File: src/hw/mcg_pkg.sv
/*
 * mcg_pkg: shared constants and types of the main synchronous clock unit.
 * Assumes one system clock; every divided rate leaves the unit as an enable pulse.
 */
`default_nettype none

package mcg_pkg;

    // widths and counts
    localparam int DIV_WIDTH       = 8;
    localparam int PRESCALE_WIDTH  = 8;
    localparam int SYS_CLK_COUNT   = 8;
    localparam int PER_CLK_COUNT   = 16;
    localparam int DOMAIN_COUNT    = 3;
    localparam int WRITE_WIDTH     = 32;

    // domain indices
    localparam int DOM_CPU         = 0;
    localparam int DOM_LP          = 1;
    localparam int DOM_BUP         = 2;

    // divider codes and reset values
    localparam logic [DIV_WIDTH-1:0] DIV_ONE       = 8'h01;
    localparam logic [DIV_WIDTH-1:0] CPU_DIV_RESET = 8'h01;
    localparam logic [DIV_WIDTH-1:0] LP_DIV_RESET  = 8'h01;
    localparam logic [DIV_WIDTH-1:0] BUP_DIV_RESET = 8'h01;

    // prescaler phase where every divided clock ticks together
    localparam logic [PRESCALE_WIDTH-1:0] ALIGN_MASK = 8'h7F;
    localparam logic [PRESCALE_WIDTH-1:0] COUNT_STEP = 8'h01;

    // gating masks: reset values and special positions
    localparam logic [SYS_CLK_COUNT-1:0] SYS_MASK_RESET = 8'hFF;
    localparam logic [PER_CLK_COUNT-1:0] PER_MASK_RESET = 16'hFFFF;
    localparam logic [PER_CLK_COUNT-1:0] PER_BACKUP_MAP = 16'h000F;
    localparam int BRIDGE_SYS_BIT  = 0;
    localparam int OWN_PER_BIT     = 4;

    // interrupt bits
    localparam int  READY_BIT          = 0;
    localparam logic IRQ_FLAG_RESET    = 1'b1;
    localparam logic IRQ_ENABLE_RESET  = 1'b0;

    // register targets of a write request
    typedef enum logic [2:0] {
        TGT_IRQ_ENABLE_CLEAR,
        TGT_IRQ_ENABLE_SET,
        TGT_IRQ_FLAGS,
        TGT_CPU_DIV,
        TGT_LP_DIV,
        TGT_BUP_DIV,
        TGT_SYS_MASK,
        TGT_PER_MASK
    } mcg_target_type;

    // one register write, valid for one cycle
    typedef struct packed {
        logic                   valid;
        logic                   from_debugger;
        mcg_target_type         target;
        logic [WRITE_WIDTH-1:0] data;
    } mcg_write_type;

    // divider change sequencing
    typedef enum logic {
        ST_READY,
        ST_PENDING
    } mcg_state_type;

    // a legal divider code has exactly one bit set
    function automatic logic mcg_is_onehot(input logic [DIV_WIDTH-1:0] code);
        return (code != '0) && ((code & (code - DIV_ONE)) == '0);
    endfunction

endpackage

`default_nettype wire

File: src/hw/mcg_tick_sel.sv
/*
 * mcg_tick_sel: picks one divided tick out of the shared prescaler count.
 * Assumes the divider code is one-hot; the caller only ever feeds legal codes.
 */
`default_nettype none

module mcg_tick_sel
    import mcg_pkg::*;
(
    input  wire logic [PRESCALE_WIDTH-1:0] count,    // shared prescaler count
    input  wire logic [DIV_WIDTH-1:0]      div_code, // one-hot division factor
    output logic                           tick      // high one cycle per period
);

    // tick whenever the low bits below the divider are all zero
    always_comb begin
        tick = ((count & (div_code - DIV_ONE)) == '0);
    end

endmodule

`default_nettype wire

File: src/hw/mcg_main_clock.sv
/*
 * mcg_main_clock: main synchronous clock unit with shared prescaler, three
 * clock domains, gated bus clock enables, clock-ready flag and interrupt.
 * Assumes sys_clk is the main source clock and all inputs share its domain.
 */
// Notes on behaviour
// - one shared 8-bit prescaler feeds all clocks
// - stopped CPU clock gives no edges
// - bus clocks synchronous, run during sleep
// - individual gate per module bus clock
// - three domains: CPU, low power, backup
// - debug keeps clocks running during sleep
// - guard blocks writes except flags, debugger
// - after reset all domains undivided
// - no enable, no module reset
// - CPU frequency is main over divider
// - forbidden divider stored, unused, violation reported; backup divider: stored, unused, no violation
// - new divider applied to domain simultaneously
// - clock ready low until setting effective; backup divider changes leave it high
// - interrupt raised when setting becomes effective; backup divider changes raise none
// - mask bits stop or start bus clocks
// - masked peripheral registers inaccessible
// - own clock masked locks mask registers
// - clock ready interrupt is wake source
// - enable set/clear by writing one
// - request while flag and enable set
// - CPU divider one-hot 1..128, reset 1
`default_nettype none

module mcg_main_clock
    import mcg_pkg::*;
(
    input  wire logic                     sys_clk,            // main source clock
    input  wire logic                     rst_b,              // system reset, low
    input  wire mcg_write_type            reg_write,          // register write request
    input  wire logic                     access_guard_lock,  // write protection on
    input  wire logic                     sleep_req,          // sleep, CPU clock off
    input  wire logic                     debug_mode,         // debugger attached
    output logic                          cpu_clk_en,         // CPU clock enable
    output logic                          lp_clk_en,          // low-power domain enable
    output logic                          bup_clk_en,         // backup domain enable
    output logic [SYS_CLK_COUNT-1:0]      sys_bus_clk_en,     // system bus clock enables
    output logic [PER_CLK_COUNT-1:0]      per_bus_clk_en,     // peripheral bus enables
    output logic [PER_CLK_COUNT-1:0]      per_access_en,      // peripheral register access
    output logic [DIV_WIDTH-1:0]          processor_divider,  // stored CPU divider
    output logic [DIV_WIDTH-1:0]          lowpower_divider,   // stored LP divider
    output logic [DIV_WIDTH-1:0]          backup_divider,     // stored backup divider
    output logic [SYS_CLK_COUNT-1:0]      system_clock_mask,  // system bus mask
    output logic [PER_CLK_COUNT-1:0]      peripheral_clock_mask, // peripheral mask
    output logic                          clock_ready,        // settings in effect
    output logic                          irq_flags,          // sticky ready flag
    output logic                          irq_enable,         // ready interrupt enable
    output logic                          irq_request,        // interrupt request
    output logic                          wake_request,       // synchronous wake-up
    output logic                          access_violation    // pulse to access guard
);

    // prescaler state
    logic [PRESCALE_WIDTH-1:0] count;
    logic [PRESCALE_WIDTH-1:0] next_count;
    logic                      align;

    // control state
    mcg_state_type             state;
    mcg_state_type             next_state;
    logic [DIV_WIDTH-1:0]      eff_div [DOMAIN_COUNT];
    logic [DIV_WIDTH-1:0]      next_eff_div [DOMAIN_COUNT];
    logic [DIV_WIDTH-1:0]      pend_div [DOMAIN_COUNT];
    logic [DIV_WIDTH-1:0]      next_pend_div [DOMAIN_COUNT];
    logic [DIV_WIDTH-1:0]      next_processor_divider;
    logic [DIV_WIDTH-1:0]      next_lowpower_divider;
    logic [DIV_WIDTH-1:0]      next_backup_divider;
    logic [SYS_CLK_COUNT-1:0]  next_system_clock_mask;
    logic [PER_CLK_COUNT-1:0]  next_peripheral_clock_mask;
    logic                      mask_lock;
    logic                      next_mask_lock;
    logic                      next_clock_ready;
    logic                      next_irq_flags;
    logic                      next_irq_enable;
    logic                      next_access_violation;
    logic                      wr_ok;
    logic [DIV_WIDTH-1:0]      wr_div;
    logic                      div_legal;

    // output next values
    logic [DOMAIN_COUNT-1:0]   tick;
    logic                      next_cpu_clk_en;
    logic [SYS_CLK_COUNT-1:0]  next_sys_bus_clk_en;
    logic [PER_CLK_COUNT-1:0]  next_per_bus_clk_en;
    logic                      next_irq_request;

    // free-running prescaler, one shared count for every domain
    always_comb begin
        next_count = count + COUNT_STEP;
        align      = ((count & ALIGN_MASK) == '0);
    end

    always_ff @(posedge sys_clk) begin
        if (!rst_b) begin
            count <= '0;
        end else begin
            count <= next_count;
        end
    end

    // one tick selector per domain, all reading the same count
    genvar gd;
    generate
        for (gd = 0; gd < DOMAIN_COUNT; gd++) begin : g_domain
            mcg_tick_sel u_tick (
                .count    (count),
                .div_code (eff_div[gd]),
                .tick     (tick[gd])
            );
        end
    endgenerate

    // register writes, divider sequencing, flag and enable
    always_comb begin
        next_state                 = state;
        next_eff_div               = eff_div;
        next_pend_div              = pend_div;
        next_processor_divider     = processor_divider;
        next_lowpower_divider      = lowpower_divider;
        next_backup_divider        = backup_divider;
        next_system_clock_mask     = system_clock_mask;
        next_peripheral_clock_mask = peripheral_clock_mask;
        next_clock_ready           = clock_ready;
        next_irq_flags             = irq_flags;
        next_irq_enable            = irq_enable;
        next_access_violation      = 1'b0;
        wr_div                     = reg_write.data[DIV_WIDTH-1:0];
        div_legal                  = 1'b0;
        // flags stay writable under the guard; debugger writes bypass it
        wr_ok = reg_write.valid && (reg_write.from_debugger || !access_guard_lock
                || (reg_write.target == TGT_IRQ_FLAGS));
        // losing the own bus clock or the bridge freezes the masks for good
        next_mask_lock = mask_lock || !system_clock_mask[BRIDGE_SYS_BIT]
                         || !peripheral_clock_mask[OWN_PER_BIT];
        // applying only on the common phase keeps all clocks in step
        if (align) begin
            next_eff_div = pend_div;
        end
        if (wr_ok) begin
            case (reg_write.target)
                TGT_IRQ_ENABLE_CLEAR: begin
                    if (reg_write.data[READY_BIT]) begin
                        next_irq_enable = 1'b0;
                    end
                end
                TGT_IRQ_ENABLE_SET: begin
                    if (reg_write.data[READY_BIT]) begin
                        next_irq_enable = 1'b1;
                    end
                end
                TGT_IRQ_FLAGS: begin
                    if (reg_write.data[READY_BIT]) begin
                        next_irq_flags = 1'b0;
                    end
                end
                TGT_CPU_DIV: begin
                    next_processor_divider = wr_div;
                    div_legal = mcg_is_onehot(wr_div) && (wr_div <= pend_div[DOM_LP]);
                    if (state == ST_PENDING) begin
                        next_access_violation = 1'b1;
                    end else if (!div_legal) begin
                        next_access_violation = 1'b1;
                    end else begin
                        next_pend_div[DOM_CPU] = wr_div;
                        next_state             = ST_PENDING;
                        next_clock_ready       = 1'b0;
                    end
                end
                TGT_LP_DIV: begin
                    next_lowpower_divider = wr_div;
                    div_legal = mcg_is_onehot(wr_div) && (wr_div >= pend_div[DOM_CPU])
                                && (wr_div <= pend_div[DOM_BUP]);
                    if (state == ST_PENDING) begin
                        next_access_violation = 1'b1;
                    end else if (!div_legal) begin
                        next_access_violation = 1'b1;
                    end else begin
                        next_pend_div[DOM_LP] = wr_div;
                        next_state            = ST_PENDING;
                        next_clock_ready      = 1'b0;
                    end
                end
                TGT_BUP_DIV: begin
                    // backup changes do not drop the ready flag
                    next_backup_divider = wr_div;
                    div_legal = mcg_is_onehot(wr_div) && (wr_div >= pend_div[DOM_LP]);
                    if (div_legal) begin
                        next_pend_div[DOM_BUP] = wr_div;
                    end
                end
                TGT_SYS_MASK: begin
                    if (!mask_lock) begin
                        next_system_clock_mask = reg_write.data[SYS_CLK_COUNT-1:0];
                    end
                end
                TGT_PER_MASK: begin
                    if (!mask_lock) begin
                        next_peripheral_clock_mask = reg_write.data[PER_CLK_COUNT-1:0];
                    end
                end
                default: next_access_violation = 1'b0;
            endcase
        end
        // the setting lands on the aligned edge; the flag set beats a clear
        case (state)
            ST_PENDING: begin
                if (align) begin
                    next_state       = ST_READY;
                    next_clock_ready = 1'b1;
                    next_irq_flags   = 1'b1;
                end
            end
            ST_READY: next_state = next_state;
            default: next_state = ST_READY;
        endcase
    end

    // no enable and no module reset: only the system reset touches this state
    always_ff @(posedge sys_clk) begin
        if (!rst_b) begin
            state                 <= ST_READY;
            eff_div               <= '{CPU_DIV_RESET, LP_DIV_RESET, BUP_DIV_RESET};
            pend_div              <= '{CPU_DIV_RESET, LP_DIV_RESET, BUP_DIV_RESET};
            processor_divider     <= CPU_DIV_RESET;
            lowpower_divider      <= LP_DIV_RESET;
            backup_divider        <= BUP_DIV_RESET;
            system_clock_mask     <= SYS_MASK_RESET;
            peripheral_clock_mask <= PER_MASK_RESET;
            mask_lock             <= 1'b0;
            clock_ready           <= 1'b1;
            irq_flags             <= IRQ_FLAG_RESET;
            irq_enable            <= IRQ_ENABLE_RESET;
            access_violation      <= 1'b0;
        end else begin
            state                 <= next_state;
            eff_div               <= next_eff_div;
            pend_div              <= next_pend_div;
            processor_divider     <= next_processor_divider;
            lowpower_divider      <= next_lowpower_divider;
            backup_divider        <= next_backup_divider;
            system_clock_mask     <= next_system_clock_mask;
            peripheral_clock_mask <= next_peripheral_clock_mask;
            mask_lock             <= next_mask_lock;
            clock_ready           <= next_clock_ready;
            irq_flags             <= next_irq_flags;
            irq_enable            <= next_irq_enable;
            access_violation      <= next_access_violation;
        end
    end

    // clock enables; bus clocks ignore sleep, debug keeps the CPU clock alive
    always_comb begin
        next_cpu_clk_en  = tick[DOM_CPU] && (!sleep_req || debug_mode);
        next_irq_request = next_irq_flags && next_irq_enable;
    end

    genvar gs;
    generate
        for (gs = 0; gs < SYS_CLK_COUNT; gs++) begin : g_sys_gate
            assign next_sys_bus_clk_en[gs] = tick[DOM_CPU] && system_clock_mask[gs];
        end
        for (gs = 0; gs < PER_CLK_COUNT; gs++) begin : g_per_gate
            assign next_per_bus_clk_en[gs] = peripheral_clock_mask[gs]
                && (PER_BACKUP_MAP[gs] ? tick[DOM_BUP] : tick[DOM_LP]);
        end
    endgenerate

    always_ff @(posedge sys_clk) begin
        if (!rst_b) begin
            {cpu_clk_en, lp_clk_en, bup_clk_en}             <= '0;
            {sys_bus_clk_en, per_bus_clk_en, per_access_en} <= '0;
            {irq_request, wake_request}                     <= '0;
        end else begin
            cpu_clk_en     <= next_cpu_clk_en;
            lp_clk_en      <= tick[DOM_LP];
            bup_clk_en     <= tick[DOM_BUP];
            sys_bus_clk_en <= next_sys_bus_clk_en;
            per_bus_clk_en <= next_per_bus_clk_en;
            per_access_en  <= next_peripheral_clock_mask;
            irq_request    <= next_irq_request;
            wake_request   <= next_irq_request;
        end
    end

    // checks on dividers, ready flag, interrupt, sleep, guard and mask lock
    AST_ILLEGAL_KEEPS: assert property (@(posedge sys_clk) disable iff (!rst_b)
        wr_ok && reg_write.target == TGT_CPU_DIV && !mcg_is_onehot(wr_div)
        |=> pend_div[DOM_CPU] == $past(pend_div[DOM_CPU]) && access_violation)
        else $error("forbidden divider reached pending setting");
    AST_BUSY_REWRITE: assert property (@(posedge sys_clk) disable iff (!rst_b)
        wr_ok && reg_write.target == TGT_LP_DIV && state == ST_PENDING
        |=> access_violation)
        else $error("rewrite while not ready not reported");
    AST_READY_DROPS: assert property (@(posedge sys_clk) disable iff (!rst_b)
        wr_ok && reg_write.target == TGT_CPU_DIV && state == ST_READY && div_legal
        |=> !clock_ready ##[1:128] clock_ready)
        else $error("ready flag did not drop and recover");
    AST_APPLY_ALIGNED: assert property (@(posedge sys_clk) disable iff (!rst_b)
        $rose(clock_ready) |-> eff_div[DOM_CPU] == pend_div[DOM_CPU]
        && eff_div[DOM_LP] == pend_div[DOM_LP] && (count & ALIGN_MASK) == COUNT_STEP)
        else $error("divider applied off the common phase");
    AST_IRQ_ON_READY: assert property (@(posedge sys_clk) disable iff (!rst_b)
        $rose(clock_ready) && irq_enable |-> irq_request && irq_flags)
        else $error("no interrupt when setting took effect");
    AST_ENABLE_CLEAR: assert property (@(posedge sys_clk) disable iff (!rst_b)
        wr_ok && reg_write.target == TGT_IRQ_ENABLE_CLEAR && reg_write.data[READY_BIT]
        |=> !irq_enable && !irq_request)
        else $error("enable clear left request active");
    AST_CPU_STOPPED: assert property (@(posedge sys_clk) disable iff (!rst_b)
        sleep_req && !debug_mode |=> !cpu_clk_en)
        else $error("CPU clock ticked during sleep");
    AST_BUS_IN_SLEEP: assert property (@(posedge sys_clk) disable iff (!rst_b)
        sleep_req && tick[DOM_CPU] && system_clock_mask[BRIDGE_SYS_BIT]
        |=> sys_bus_clk_en[BRIDGE_SYS_BIT])
        else $error("bus clock stopped during sleep");
    AST_GUARD_BLOCKS: assert property (@(posedge sys_clk) disable iff (!rst_b)
        reg_write.valid && access_guard_lock && !reg_write.from_debugger
        && reg_write.target == TGT_CPU_DIV |=> $stable(processor_divider))
        else $error("protected divider write went through");
    AST_MASK_LOCKED: assert property (@(posedge sys_clk) disable iff (!rst_b)
        mask_lock |=> $stable(peripheral_clock_mask) && $stable(system_clock_mask) && mask_lock)
        else $error("mask changed after lock");
    AST_RESET_UNDIVIDED: assert property (@(posedge sys_clk) disable iff (!rst_b)
        $rose(rst_b) |-> eff_div[DOM_CPU] == DIV_ONE && eff_div[DOM_BUP] == DIV_ONE)
        else $error("domains divided after reset");

endmodule

`default_nettype wire

File: config.mk
export PLATFORM = sky130hd
export DESIGN_NAME = mcg_main_clock
export DESIGN_NICKNAME = d
export VERILOG_FILES = /design/src/hw/mcg_pkg.sv /design/src/hw/mcg_tick_sel.sv /design/src/hw/mcg_main_clock.sv
export SDC_FILE = /design/constraint.sdc
export NUM_CORES = 1
export LEC_CHECK = 0
export BUFFER_PORTS_ARGS = -buffer_cell sky130_fd_sc_hd__buf_2
export CORE_MARGIN = 5
export CORE_UTILIZATION = 30
export CTS_BUF_LIST = sky130_fd_sc_hd__clkbuf_16
export CTS_CLUSTER_SIZE = 14
export DETAILED_ROUTE_END_ITERATION = 6
export SKIP_CTS_REPAIR_TIMING = 1
export SLEW_MARGIN = 10
export SYNTH_ARGS = -nofsm -noshare
export SYNTH_HDL_FRONTEND = slang
export SYNTH_SLANG_ARGS = --single-unit
File: constraint.sdc
create_clock -name sys_clk -period 3.5 [get_ports sys_clk]
set_clock_uncertainty 0.15 [all_clocks]
set_input_delay 0.175 -clock sys_clk [delete_from_list [all_inputs] [get_ports sys_clk]]
set_output_delay 0.175 -clock sys_clk [all_outputs]
set_load 0.05 [all_outputs]
==> impl_metrics.prom <==
# TYPE chip_impl_metric gauge
chip_impl_info{name="outcome",value="finished clean"} 1
chip_impl_metric{name="synth_area_per_cell",unit="sq um"} 9.165
chip_impl_metric{name="drive_gt1_frac",unit=""} 0.2111
chip_impl_metric{name="die_w",unit="um"} 157.1
chip_impl_metric{name="floorplan.die.height",unit="um"} 157.1
chip_impl_metric{name="clockBufferDepth",unit=""} 2
chip_impl_metric{name="drt.antenna.violating_nets",unit=""} 0
chip_impl_info{name="worst_path_max_delay_cell",value="sky130_fd_sc_hd__a2111oi_4"} 1
chip_impl_metric{name="ys_types",unit=""} 67
chip_impl_metric{name="antenna_diode_count",unit=""} 0
chip_impl_metric{name="placement.cell_area",unit="sq um"} 7321
chip_impl_metric{name="max_freq",unit="GHz"} 0.3368
chip_impl_metric{name="max_slew.worst_pin.slew",unit="ps"} 975.4
chip_impl_metric{name="gp_congestion",unit=""} 0.7901
chip_impl_metric{name="grt_pass1_wl",unit="mm"} 26.37
chip_impl_metric{name="irDropWorstVdd",unit="mV"} 0.2924
chip_impl_metric{name="average_vias_per_placed_instance",unit=""} 4.754
chip_impl_metric{name="post-route-period-util",unit=""} 0.8483
chip_impl_metric{name="antenna_violations_before_repair",unit=""} 0
chip_impl_info{name="end_kind",value="flip-flop"} 1
chip_impl_metric{name="r2r.worst_path.cells",unit=""} 6
chip_impl_metric{name="nets",unit=""} 906
chip_impl_metric{name="grtUsageTotal",unit=""} 0.1350
chip_impl_metric{name="timing.slew.headroom",unit=""} 0.3498
chip_impl_metric{name="core_area",unit="sq um"} 21150
chip_impl_metric{name="final_util",unit=""} 0.3814
chip_impl_metric{name="initial_utilization",unit=""} 0.3067
chip_impl_metric{name="drc",unit=""} 0
chip_impl_metric{name="synthesized_nets",unit=""} 779
chip_impl_metric{name="wirelength",unit="mm"} 16.65
chip_impl_metric{name="synth_enable_flop_cells",unit=""} 0
chip_impl_info{name="synth-main-ff-cell",value="sky130_fd_sc_hd__dfxtp_1"} 1
chip_impl_info{name="setup.worst_path.class",value="flip-flop to flip-flop"} 1
chip_impl_metric{name="worst_hold_slack",unit="ps"} 44.49
chip_impl_metric{name="p_total",unit="mW"} 4.231
chip_impl_metric{name="critical_path_depth",unit=""} 6
chip_impl_metric{name="total_leakage_power",unit="nW"} 3.252
chip_impl_metric{name="hpwl_after_detailed_placement",unit="mm"} 11.29
chip_impl_metric{name="globalRouteOverflowTotal",unit=""} 0
chip_impl_metric{name="tritoncts.num_buffers",unit=""} 17
chip_impl_metric{name="starting_drc_count_in_detailed_routing",unit=""} 337
chip_impl_metric{name="power_density",unit="nW/um^2"} 524.5
chip_impl_metric{name="drv_cap",unit=""} 0
chip_impl_metric{name="postLayoutCellArea",unit="sq um"} 8068
chip_impl_metric{name="first_global_vias",unit=""} 5016
chip_impl_metric{name="setup.reg_to_reg.worst_slack",unit="ps"} 530
chip_impl_metric{name="number_of_hold_violations_in_the_final_report",unit=""} 0
chip_impl_metric{name="routedWlPerCell",unit="um"} 14.82
chip_impl_metric{name="setup-violations-final",unit=""} 0
chip_impl_metric{name="crit_path_max_incr_delay",unit="ps"} 650
chip_impl_metric{name="clock_sink_count",unit=""} 154
chip_impl_metric{name="period_needed",unit="ps"} 2969
chip_impl_info{name="timing.critical_path.max_delay_family",value="compound AO/OA/AOI/OAI gates"} 1
chip_impl_metric{name="asyncSetResetFlopFracSynth",unit=""} 0
chip_impl_metric{name="critPathArrivalTime",unit="ps"} 3190
chip_impl_metric{name="fp.dieArea",unit="sq um"} 24670
chip_impl_metric{name="flow.area_growth_from_synthesis",unit="%"} 24.33
chip_impl_metric{name="synth.yosys.seq_area_share",unit=""} 0.4751
chip_impl_metric{name="finalSetupTns",unit="ps"} 0
chip_impl_metric{name="via_count",unit=""} 5339
chip_impl_metric{name="number_of_synthesized_register_bits",unit=""} 154
chip_impl_metric{name="clk_pin_slew",unit="ps"} 70
chip_impl_metric{name="worst-path-max-fanout",unit=""} 9
chip_impl_metric{name="final_cell_count_no_fill",unit=""} 1123
chip_impl_metric{name="timing.critical_path.buf_inv",unit=""} 1
chip_impl_metric{name="placedCellCount",unit=""} 1076
chip_impl_metric{name="number_of_stages_on_the_worst_hold_path",unit=""} 3
chip_impl_info{name="cts_tree",value="yes"} 1
chip_impl_metric{name="dr.pass1.iters",unit=""} 5
chip_impl_metric{name="cp.required",unit="ps"} 3720
chip_impl_metric{name="ys_warn_count",unit=""} 0
chip_impl_metric{name="dp_slack",unit="ps"} 876.1
chip_impl_metric{name="core.rowCount",unit=""} 53
chip_impl_metric{name="htree_num_levels",unit=""} 4
chip_impl_info{name="timing.critical_path.from_type",value="flip-flop"} 1
chip_impl_metric{name="clk_latency",unit="ps"} 430
chip_impl_metric{name="grt_start_max_net_pins",unit=""} 91
chip_impl_info{name="min-delay-path-class",value="input pin to flip-flop"} 1
chip_impl_info{name="grt_setup_unrepaired",value="no"} 1
chip_impl_metric{name="top_level_ports",unit=""} 139
chip_impl_metric{name="syn-instance-count",unit=""} 708
chip_impl_info{name="clock_tree.root_cell",value="sky130_fd_sc_hd__clkbuf_16"} 1
chip_impl_info{name="timing.critical_path.cells",value="or4_1 > nor4_1 > xor2_1 > a2111oi_4 > a21boi_1 > dlygate4sd3_1"} 1
chip_impl_metric{name="timing.final.max_slew_violations",unit=""} 0
chip_impl_metric{name="layout_setup_ws",unit="ps"} 531.1
chip_impl_metric{name="io_buffer_count",unit=""} 122
chip_impl_metric{name="synth_area",unit="sq um"} 6489
-- placed cells by master (no fill, tap or decap), types with 4 or more instances in the layout --
cell type                       Yosys  final
sky130_fd_sc_hd__nor3_1             4      4
sky130_fd_sc_hd__mux2i_1           41     41
sky130_fd_sc_hd__o211ai_1           8      8
sky130_fd_sc_hd__nand2_1          100    100
sky130_fd_sc_hd__dlygate4sd3_1      0     15
sky130_fd_sc_hd__ha_1              29     29
sky130_fd_sc_hd__o21ai_0           30     30
sky130_fd_sc_hd__clkbuf_16          0     17
sky130_fd_sc_hd__or3_1              4      4
sky130_fd_sc_hd__and3_1             5      5
sky130_fd_sc_hd__buf_2              8    122
sky130_fd_sc_hd__dfxtp_1          154    154
sky130_fd_sc_hd__inv_8              0      5
sky130_fd_sc_hd__clkinv_8           0      4
sky130_fd_sc_hd__and2_1            21     21
sky130_fd_sc_hd__nand4_1            4      4
sky130_fd_sc_hd__nand3_1           30     30
sky130_fd_sc_hd__xnor2_1            5      5
sky130_fd_sc_hd__a21oi_1           56     56
sky130_fd_sc_hd__buf_4              2      8
sky130_fd_sc_hd__xor2_1            19     19
sky130_fd_sc_hd__nor2_1            49     49
sky130_fd_sc_hd__inv_1             40     40
-- logic make-up after synthesis --
kind of cell,count (synthesis),synth area share
XOR/XNOR,24,0.03239
flip-flops,154,0.4751
adder cells (fa/ha/maj),30,0.05766
buffers and inverters,78,0.05360
multiplexers,41,0.06325
AO/OA/AOI/OAI,136,0.1367
AND/OR/NAND/NOR,245,0.1813
-- routing by layer --
metal / track usage / share of wire / up-vias
met1: 0.1804 / 0.47 / 2505
met5: 0 / 0 / -
met4: 0.04220 / 0.0097 / 0
met2: 0.2132 / 0.45 / 141
li1: - / - / 2682
met3: 0.03739 / 0.069 / 11
-- synthesized netlist by cell type (2+ instances only) --
cell	count	area (sq um)
sky130_fd_sc_hd__dfxtp_1	154	3083
sky130_fd_sc_hd__nand2_1	100	375.4
sky130_fd_sc_hd__a21oi_1	56	280.3
sky130_fd_sc_hd__nor2_1	49	183.9
sky130_fd_sc_hd__mux2i_1	41	410.4
sky130_fd_sc_hd__inv_1	40	150.1
sky130_fd_sc_hd__nand3_1	30	150.1
sky130_fd_sc_hd__o21ai_0	30	150.1
sky130_fd_sc_hd__ha_1	29	362.9
sky130_fd_sc_hd__and2_1	21	131.4
sky130_fd_sc_hd__clkbuf_1	20	75.07
sky130_fd_sc_hd__xor2_1	19	166.4
sky130_fd_sc_hd__buf_2	8	40.04
sky130_fd_sc_hd__o211ai_1	8	60.06
sky130_fd_sc_hd__and3_1	5	31.28
sky130_fd_sc_hd__buf_6	5	56.30
sky130_fd_sc_hd__xnor2_1	5	43.79
sky130_fd_sc_hd__nand4_1	4	25.02
sky130_fd_sc_hd__nor3_1	4	20.02
sky130_fd_sc_hd__or3_1	4	25.02
sky130_fd_sc_hd__a221o_1	3	30.03
sky130_fd_sc_hd__a31oi_1	3	18.77
sky130_fd_sc_hd__and3b_1	3	26.28
sky130_fd_sc_hd__nand2b_1	3	18.77
sky130_fd_sc_hd__nand3b_1	3	22.52
sky130_fd_sc_hd__nor4_1	3	18.77
sky130_fd_sc_hd__nor4b_1	3	26.28
sky130_fd_sc_hd__o21a_1	3	22.52
sky130_fd_sc_hd__o21ai_1	3	15.01
sky130_fd_sc_hd__o221ai_1	3	26.28
sky130_fd_sc_hd__a21boi_1	2	15.01
sky130_fd_sc_hd__a21o_1	2	15.01
sky130_fd_sc_hd__a221oi_1	2	17.52
sky130_fd_sc_hd__buf_1	2	7.510
sky130_fd_sc_hd__buf_4	2	15.01
sky130_fd_sc_hd__nor3_2	2	20.02
sky130_fd_sc_hd__nor3b_1	2	15.01
sky130_fd_sc_hd__o21ai_2	2	17.52
sky130_fd_sc_hd__or4_1	2	15.01
-- area by class of cell --
cell class              instances  area, sq um
clock inverters                15        171.4
fillers                      2154        13090
flip-flops and latches        154         3083
repair buffers                145        820.8
inverters                      41        153.9
multi-input cells             476         3069
well taps                     275        344.1
clock buffers                  17        425.4
-- worst reg2reg max path: stages (launching register included) --
cell	delay, ps
sky130_fd_sc_hd__dfxtp_1	330
sky130_fd_sc_hd__or4_1	580
sky130_fd_sc_hd__nor4_1	260
sky130_fd_sc_hd__xor2_1	160
sky130_fd_sc_hd__a2111oi_4	650
sky130_fd_sc_hd__a21boi_1	230
sky130_fd_sc_hd__dlygate4sd3_1	550
-- registers in the layout, summed over array words and instances (netlist names) --
signal / count
clock_ready: 1
mask_lock: 1
irq_flags: 1
system_clock_mask: 8
count: 8
backup_divider: 8
cpu_clk_en: 1
processor_divider: 8
pend_div: 24
sys_bus_clk_en: 8
peripheral_clock_mask: 16
access_violation: 1
bup_clk_en: 1
lowpower_divider: 8
per_access_en: 16
per_bus_clk_en: 16
eff_div: 24
wake_request: 1
lp_clk_en: 1
state: 1
irq_enable: 1
-- power breakdown --
group	switching, mW	total (mW)	internal (mW)
clock	0.848	1.81	0.961
combinational	0.420	0.579	0.159
sequential	0.0265	1.84	1.82
-- path summary, 6_finish.rpt --
path                        to                     start
max                 cpu_clk_en               eff_div[16]
min          backup_divider[0]              reg_write[0]
max reg2reg         cpu_clk_en               eff_div[16]
min reg2reg  per_bus_clk_en[1]  peripheral_clock_mask[1]
No activity file was read; power rests on OpenSTA's default activity.
